File: config.mk
export PLATFORM = sky130hd
export DESIGN_NAME = pta_port
export DESIGN_NICKNAME = d
export VERILOG_FILES = /design/src/pta_pkg.sv /design/src/pta_port.sv
export SDC_FILE = /design/constraint.sdc
export NUM_CORES = 1
export LEC_CHECK = 0
export ABC_AREA = 1
export BUFFER_PORTS_ARGS = -buffer_cell sky130_fd_sc_hd__buf_2
export CELL_PAD_IN_SITES_DETAIL_PLACEMENT = 0
export CELL_PAD_IN_SITES_GLOBAL_PLACEMENT = 1
export CORE_UTILIZATION = 37
export CTS_CLUSTER_DIAMETER = 40
export DETAILED_ROUTE_END_ITERATION = 7
export GPL_TIMING_DRIVEN = 0
export PLACE_DENSITY = 0.87
export SETUP_SLACK_MARGIN = 0.2
export SLEW_MARGIN = 20
export SYNTH_ARGS = -nofsm -noshare
export SYNTH_HDL_FRONTEND = slang
export SYNTH_SLANG_ARGS = --single-unit
File: constraint.sdc
create_clock -name i_ref_clk -period 2.3 [get_ports i_ref_clk]
set_input_delay 0.115 -clock i_ref_clk [delete_from_list [all_inputs] [get_ports i_ref_clk]]
set_output_delay 0.115 -clock i_ref_clk [all_outputs]
set_load 0.005 [all_outputs]
File: src/pta_pkg.sv
// Purpose: shared constants and carriers for the eight-pin port block
// Assumes: 8-bit register port, byte-wide pins
// Notes: register indices are the word addresses on the plain register port
`default_nettype none
package pta_pkg;
  localparam int unsigned ADDR_W = 4;
  localparam logic [3:0] ADDR_LEVEL = 4'h0;
  localparam logic [3:0] ADDR_LATCH = 4'h1;
  localparam logic [3:0] ADDR_DIR = 4'h2;
  localparam logic [3:0] ADDR_ANSEL = 4'h3;
  localparam logic [3:0] ADDR_SLEW = 4'h4;
  localparam logic [3:0] ADDR_STATUS = 4'h5;

  localparam logic [7:0] DIR_RESET = 8'hFF;
  localparam logic [7:0] LATCH_RESET = 8'h00;
  localparam logic [7:0] ANSEL_RESET = 8'h2F;
  localparam logic [7:0] ANSEL_MASK = 8'h2F;
  localparam logic [7:0] SLEW_RESET = 8'h01;
  localparam logic [7:0] SLEW_MASK = 8'h01;
  localparam logic [7:0] OSC_PIN_MASK = 8'hC0;

  localparam int unsigned PIN_DAC = 2;
  localparam int unsigned PIN_SRQ = 4;
  localparam int unsigned PIN_C2 = 5;
  localparam int unsigned PIN_CLOCK_OUT_FUNCTION = 6;
  localparam int unsigned PIN_OSC_IN = 7;

  localparam int unsigned CLOCK_OUT_FUNCTION_DIV = 4;

  // oscillator configuration seen by the port
  typedef struct packed {
    logic int_osc;
    logic clock_out_function_en;
    logic rc_mode;
  } pta_osc_cfg_t;

  // peripheral output requests sharing the pins
  typedef struct packed {
    logic dac_en;
    logic srq_en;
    logic srq_val;
    logic sr_latch_inverted_output_en;
    logic sr_latch_inverted_output_val;
    logic c1_oe;
    logic c1_val;
    logic c2_oe;
    logic c2_val;
  } pta_periph_t;
endpackage : pta_pkg
`default_nettype wire

File: src/pta_port.sv
// Purpose: eight-pin bidirectional general-purpose port with shared functions
// Assumes: one clock, synchronous active-high reset, pins as in/out/enable
// Notes: reads have no side effects; read data valid the cycle after a read strobe
//
// Design decisions made here: the address-and-strobe port and the register offsets.
`default_nettype none
module pta_port #(
  parameter int unsigned WIDTH = 8
) (
  input wire logic i_ref_clk,
  input wire logic i_srst,
  input wire logic [pta_pkg::ADDR_W-1:0] i_addr,
  input wire logic [7:0] i_wdata,
  input wire logic i_wr,
  input wire logic i_rd,
  output logic [7:0] o_rdata,
  input wire pta_pkg::pta_osc_cfg_t i_osc_cfg,
  input wire pta_pkg::pta_periph_t i_periph,
  input wire logic i_osc_in_clk,
  input wire logic [WIDTH-1:0] i_pin,
  output logic [WIDTH-1:0] o_pin,
  output logic [WIDTH-1:0] o_pin_oe,
  output logic o_timer_zero_ext_clock_in,
  output logic [WIDTH-1:0] o_slew_limit
);
  if (WIDTH != 8)
  begin : g_width_check
    $error("pta_port supports exactly 8 pins");
  end

  logic [7:0] latch_q;
  logic [7:0] dir_q;
  logic [7:0] ansel_q;
  logic [7:0] slew_q;
  logic [7:0] sync1_q;
  logic [7:0] sync2_q;
  logic [7:0] rdata_q;
  logic [1:0] div_q;
  logic clock_out_function_q;
  logic osc_owns_hi;
  logic pin6_port;
  logic [7:0] own_mask;
  logic [7:0] dig_in_en;
  logic [7:0] level_view;
  logic [7:0] drv_val;
  logic [7:0] drv_oe;
  logic [7:0] rd_d;
  logic wr_lat;

  // pin 7 is port only in internal oscillator modes; pin 6 also needs clock out off
  assign osc_owns_hi = ~i_osc_cfg.int_osc;
  assign pin6_port = i_osc_cfg.int_osc & ~i_osc_cfg.clock_out_function_en;
  assign own_mask = {~osc_owns_hi, pin6_port, 6'h3F};

  // latch writes come from either the level or the latch address
  assign wr_lat = i_wr & ((i_addr == pta_pkg::ADDR_LEVEL) | (i_addr == pta_pkg::ADDR_LATCH));

  always_ff @(posedge i_ref_clk)
  begin
    if (i_srst)
      latch_q <= pta_pkg::LATCH_RESET;
    else if (wr_lat)
      latch_q <= i_wdata;
  end

  always_ff @(posedge i_ref_clk)
  begin
    if (i_srst)
      dir_q <= pta_pkg::DIR_RESET;
    else if (i_wr && i_addr == pta_pkg::ADDR_DIR)
      dir_q <= i_wdata;
  end

  always_ff @(posedge i_ref_clk)
  begin
    if (i_srst)
      ansel_q <= pta_pkg::ANSEL_RESET;
    else if (i_wr && i_addr == pta_pkg::ADDR_ANSEL)
      ansel_q <= i_wdata & pta_pkg::ANSEL_MASK;
  end

  always_ff @(posedge i_ref_clk)
  begin
    if (i_srst)
      slew_q <= pta_pkg::SLEW_RESET;
    else if (i_wr && i_addr == pta_pkg::ADDR_SLEW)
      slew_q <= i_wdata & pta_pkg::SLEW_MASK;
  end

  assign o_slew_limit = {WIDTH{slew_q[0]}};

  // first stage is read only by the second stage
  always_ff @(posedge i_ref_clk)
  begin
    if (i_srst)
    begin
      sync1_q <= 8'h00;
      sync2_q <= 8'h00;
    end
    else
    begin
      sync1_q <= i_pin;
      sync2_q <= sync1_q;
    end
  end

  // quarter-rate clock out, counted on rising edges of the oscillator input level
  logic osc_in_q;
  logic osc_rise;
  always_ff @(posedge i_ref_clk)
  begin
    if (i_srst)
      osc_in_q <= 1'b0;
    else
      osc_in_q <= i_osc_in_clk;
  end
  assign osc_rise = i_osc_in_clk & ~osc_in_q;

  always_ff @(posedge i_ref_clk)
  begin
    if (i_srst)
    begin
      div_q <= 2'h0;
      clock_out_function_q <= 1'b0;
    end
    else if (osc_rise)
    begin
      div_q <= div_q + 2'h1;
      if (div_q == 2'(pta_pkg::CLOCK_OUT_FUNCTION_DIV / 2 - 1) || div_q == 2'(pta_pkg::CLOCK_OUT_FUNCTION_DIV - 1))
        clock_out_function_q <= ~clock_out_function_q;
    end
  end

  // digital input path: off for analog inputs, dac pin, oscillator pins
  always_comb
  begin
    dig_in_en = own_mask & ~(ansel_q & dir_q);
    if (i_periph.dac_en)
      dig_in_en[pta_pkg::PIN_DAC] = 1'b0;
    level_view = sync2_q & dig_in_en;
  end

  // output priority per pin, highest first
  always_comb
  begin
    drv_val = latch_q;
    drv_oe = ~dir_q & own_mask;
    if (i_periph.dac_en)
    begin
      drv_oe[pta_pkg::PIN_DAC] = 1'b0;
      drv_val[pta_pkg::PIN_DAC] = 1'b0;
    end
    // pin 4: sr latch beats comparator one beats port
    if (i_periph.srq_en)
    begin
      drv_val[pta_pkg::PIN_SRQ] = i_periph.srq_val;
      drv_oe[pta_pkg::PIN_SRQ] = 1'b1;
    end
    else if (i_periph.c1_oe)
    begin
      drv_val[pta_pkg::PIN_SRQ] = i_periph.c1_val;
      drv_oe[pta_pkg::PIN_SRQ] = ~dir_q[pta_pkg::PIN_SRQ];
    end
    // pin 5: inverted sr output beats comparator two; both need direction zero
    if (i_periph.sr_latch_inverted_output_en)
      drv_val[pta_pkg::PIN_C2] = i_periph.sr_latch_inverted_output_val;
    else if (i_periph.c2_oe)
      drv_val[pta_pkg::PIN_C2] = i_periph.c2_val;
    // pin 6: clock out in rc mode and when clock out is on with the internal oscillator; other external modes leave it undriven here
    if (osc_owns_hi)
    begin
      drv_val[pta_pkg::PIN_CLOCK_OUT_FUNCTION] = clock_out_function_q;
      drv_oe[pta_pkg::PIN_CLOCK_OUT_FUNCTION] = i_osc_cfg.rc_mode;
      drv_val[pta_pkg::PIN_OSC_IN] = 1'b0;
      drv_oe[pta_pkg::PIN_OSC_IN] = 1'b0;
    end
    else if (!pin6_port)
    begin
      drv_val[pta_pkg::PIN_CLOCK_OUT_FUNCTION] = clock_out_function_q;
      drv_oe[pta_pkg::PIN_CLOCK_OUT_FUNCTION] = 1'b1;
    end
  end

  assign o_pin = drv_val;
  assign o_pin_oe = drv_oe;
  // timer clock sees the pin only while it is an input
  assign o_timer_zero_ext_clock_in = sync2_q[pta_pkg::PIN_SRQ] & dir_q[pta_pkg::PIN_SRQ];

  // read mux; no read changes any state
  always_comb
  begin
    case (i_addr)
      pta_pkg::ADDR_LEVEL: rd_d = level_view;
      pta_pkg::ADDR_LATCH: rd_d = latch_q & own_mask;
      pta_pkg::ADDR_DIR: rd_d = dir_q & own_mask;
      pta_pkg::ADDR_ANSEL: rd_d = ansel_q;
      pta_pkg::ADDR_SLEW: rd_d = slew_q;
      pta_pkg::ADDR_STATUS: rd_d = {6'h00, pin6_port, ~osc_owns_hi};
      default: rd_d = 8'h00;
    endcase
  end

  always_ff @(posedge i_ref_clk)
  begin
    if (i_srst)
      rdata_q <= 8'h00;
    else if (i_rd)
      rdata_q <= rd_d;
    else
      rdata_q <= 8'h00;
  end

  assign o_rdata = rdata_q;
endmodule : pta_port
`default_nettype wire

==> impl_metrics.csv <==
group,metric,value,unit
routing,antenna_left,0,
power,clkPwrFrac,36.2,%
cells_and_area,n_antenna_cell,0,
power,p_comb_share,10.6,%
timing,setup_tns,0,ps
timing,setup_violations,0,
routing,first_pass_iters,4,
clock_network,clock_latency,300,ps
die,initial_core_util,38.63,%
yosys,syn_nets,341,
yosys,yosys.area.top_type,"dfxtp_1",
grt,grt_max_degree,17,
yosys,synth_area,0.002153,sq mm
worst_setup_path,cp.required,2180,ps
clock_network,cts-root-buf,"clkbuf_8",
timing,finClkSkew,4.201,ps
timing,period_needed,1187,ps
grt,grt_antenna_before_repair,0,
outcome,status,"finished, final reports clean",
timing,fmax,842.8,MHz
timing,rsz0062_at_grt,"false",
yosys,seq_area_frac_synth,46.48,%
routing,num_vias,2059,
grt,grt_overflow,0,
yosys,yosysWarnings,0,
power,swShare,24.28,%
worst_setup_path,critical-path-max-stage-delay,510,ps
grt,grt_pass1_wl,8245,microns
yosys,synth_area_leaders,"dfxtp_1 (46%), nand2_1 (9.6%), inv_1 (8.7%), nor2_1 (8.7%), nand3_1 (6.5%)",
worst_setup_path,crit_chain,"buf_4 -> buf_2",
clock_network,htreeDepth,2,
power,seqPwrFrac,53.1,%
cells_and_area,n_fill_cell,584,
worst_setup_path,critPathKind,"reg2out",
clock_network,path_clk_slew,90,ps
worst_setup_path,crit_start,"slew_q[0]",
min_path,worstHoldPathType,"in2reg",
timing,min_period_over_period,51.59,%
die,die_w,78.29,microns
worst_setup_path,cp_num_buf_inv,2,
power,pwr_density_cell,625.8,mW/mm^2
timing,hold_viol,0,
worst_setup_path,crit_path_top_delay_cell,"dfxtp_1",
worst_setup_path,r2r_start,"div_q[1]",
routing,drc,0,
routing,drtIter0Drc,104,
clock_network,cts_setup_buffers,0,
cells_and_area,final_cell_area,0.002743,sq mm
grt,track_usage,17.61,%
worst_setup_path,cp_top_family,"flip-flops",
place,gp_congestion,0.8463,
die,io_pins,70,
yosys,netlist_instances,302,
cells_and_area,final_cells,455,
worst_setup_path,cp.arrival,1070,ps
routing,drt_wl_total,5047,microns
place,numPortBuffers,69,
place,place_inst,443,
die,row_count,27,
cells_and_area,drive_above_1_share,26.11,%
timing,max_slew_margin,64.05,%
yosys,yosys.area.top_type_share,46.48,%
worst_setup_path,cp-end-kind,"output pin",
yosys,syn_avg_cell_area,7.130,sq um
clock_network,numCtsBuffers,5,
die,die_area,0.006129,sq mm
yosys,synth_seq_cells,50,
die,die_y,78.29,microns
timing,worst_slew_pin_slew,539.2,ps
power,finalPower,1.716,mW
yosys,synth_cell_types,19,
routing,avgRoutedWirePerCell,11.09,microns
worst_setup_path,crit_fanout,10,
die,core_region_area,0.005574,sq mm
place,placed_area,0.002589,sq mm
clock_network,cts_tree,"yes",
min_path,hp-start,"i_pin[1]",
place,dp_hpwl,3863,microns
timing,final_max_slew_viol_count,0,
power,vdd_drop_max,0.0003161,V
cells_and_area,layout.nets,421,
cells_and_area,area_growth,27.37,%
worst_setup_path,cp-start-kind,"flip-flop",
clock_network,clockBufferDepth,2,
clock_network,cts.sink_count,50,
power,leakage,1.459,nW
run,cap_violations,0,
power,p_switching,0.4167,mW
power,intPower,1.300,mW
grt,grt_pass1_vias,1812,
routing,via_per_inst,4.525,
synth_stat cells:
| cell | number |
|---|---|
| buf_2 | 3 |
| xnor2_1 | 1 |
| nor2_4 | 3 |
| a21oi_1 | 10 |
| nand2_1 | 55 |
| nand2_2 | 2 |
| buf_4 | 10 |
| nor3_1 | 1 |
| o211ai_1 | 7 |
| nand3_1 | 28 |
| inv_2 | 2 |
| ha_1 | 2 |
| nor2_2 | 2 |
| buf_6 | 1 |
| dfxtp_1 | 50 |
| nor2_1 | 50 |
| o21ai_0 | 22 |
| inv_1 | 50 |
| clkbuf_1 | 3 |
cells by family (layout without fill, tap and decap cells):
logic type,after synthesis,in the layout,share of synthesized area [%]
AOI/OAI and AO/OA,39,39,9.878
buffers and inverters,69,150,14.29
DFF,50,50,46.48
xor gates and xnor gates,1,1,0.4068
adders and majority gates,2,2,1.162
and+or+nand+nor,141,141,27.77
layout make-up:
class | count | area [sq um] | area share (%)
plain buffers | 17 | 112.6 | 4.106
well taps | 72 | 90.09 | 3.285
flip-flops and latches | 50 | 1001 | 36.50
inverters | 52 | 195.2 | 7.117
clock inverters | 3 | 45.04 | 1.642
clock buffers | 5 | 68.82 | 2.509
repair buffers | 73 | 385.4 | 14.05
multi-input cells | 183 | 844.6 | 30.79
power groups by stage:
stage | clock network [mW] | logic [mW] | registers, mW
floorplan | 0 | 0.0981 | 0.929
global placement | 0 | 0.175 | 0.932
detailed placement | 0 | 0.178 | 0.933
CTS | 0.634 | 0.184 | 0.912
global route | 0.676 | 0.208 | 0.916
finish | 0.622 | 0.183 | 0.912
sequential cells by signal (all words and copies together) (netlist names):
name and flops:
ansel_q 5, sync2_q 8, div_q 2, slew_q 1, osc_in_q 1, o_rdata 8, sync1_q 8, dir_q 8
clock_out_function_q 1, latch_q 8
layer usage:
| layer | GRT usage (%) | routed length (microns) | vias to the layer above |
|---|---|---|---|
| met2 | 28.60 | 2314 | 79 |
| li1 | - | - | 1079 |
| met5 | 0 | 0 | - |
| met4 | 6.296 | 48 | 0 |
| met1 | 22.69 | 2331 | 897 |
| met3 | 4.186 | 353 | 4 |
worst paths after layout:
check	end	slack, ps	cells past startpoint
worst min register to register	sync2_q[0]	410	2
worst max register to register	clock_out_function_q	1250	5
worst min-delay path	sync1_q[1]	7	3
worst max-delay path	o_slew_limit[5]	1110	2
worst min-delay path, delay by kind of cell:
| kind | cells | cell delay (ps) |
|---|---|---|
| buffers and inverters | 2 | 100 |
| and+or+nand+nor | 1 | 60 |
what timing repair did:
action / 4_1_cts / 5_1_grt
endpoints found under the hold margin: 4 / 0
hold buffers: 4 / 0
gates resized for setup: 0 / 0
placed cells by master, fill, tap and decap left out:
cell,synthesis,final
inv_1,50,50
dfxtp_1,50,50
o211ai_1,7,7
inv_2,2,2
clkinvlp_4,0,2
o21ai_0,22,22
dlygate4sd3_1,0,4
clkbuf_1,3,3
buf_4,10,10
nand3_1,28,28
nor2_4,3,3
clkbuf_8,0,5
nor3_1,1,1
buf_6,1,1
xnor2_1,1,1
nand2_1,55,55
ha_1,2,2
nor2_2,2,2
bufinv_16,0,1
nand2_2,2,2
nor2_1,50,50
buf_2,3,72
a21oi_1,10,10
stage by stage:
stage | hold slack, ps | setup slack [ps] | utilization, %
6_report | 7.464 | 1113 | 49.20
5_1_grt | 7.344 | 1042 | 49.20
4_1_cts | 0.4926 | 1090 | 49.20
3_5_place_dp | 321.3 | 1106 | 46.44
3_3_place_gp | 318.2 | 1108 | 46.44
2_1_floorplan | 222.0 | 1351 | -
(Power assumes the default switching activity.)
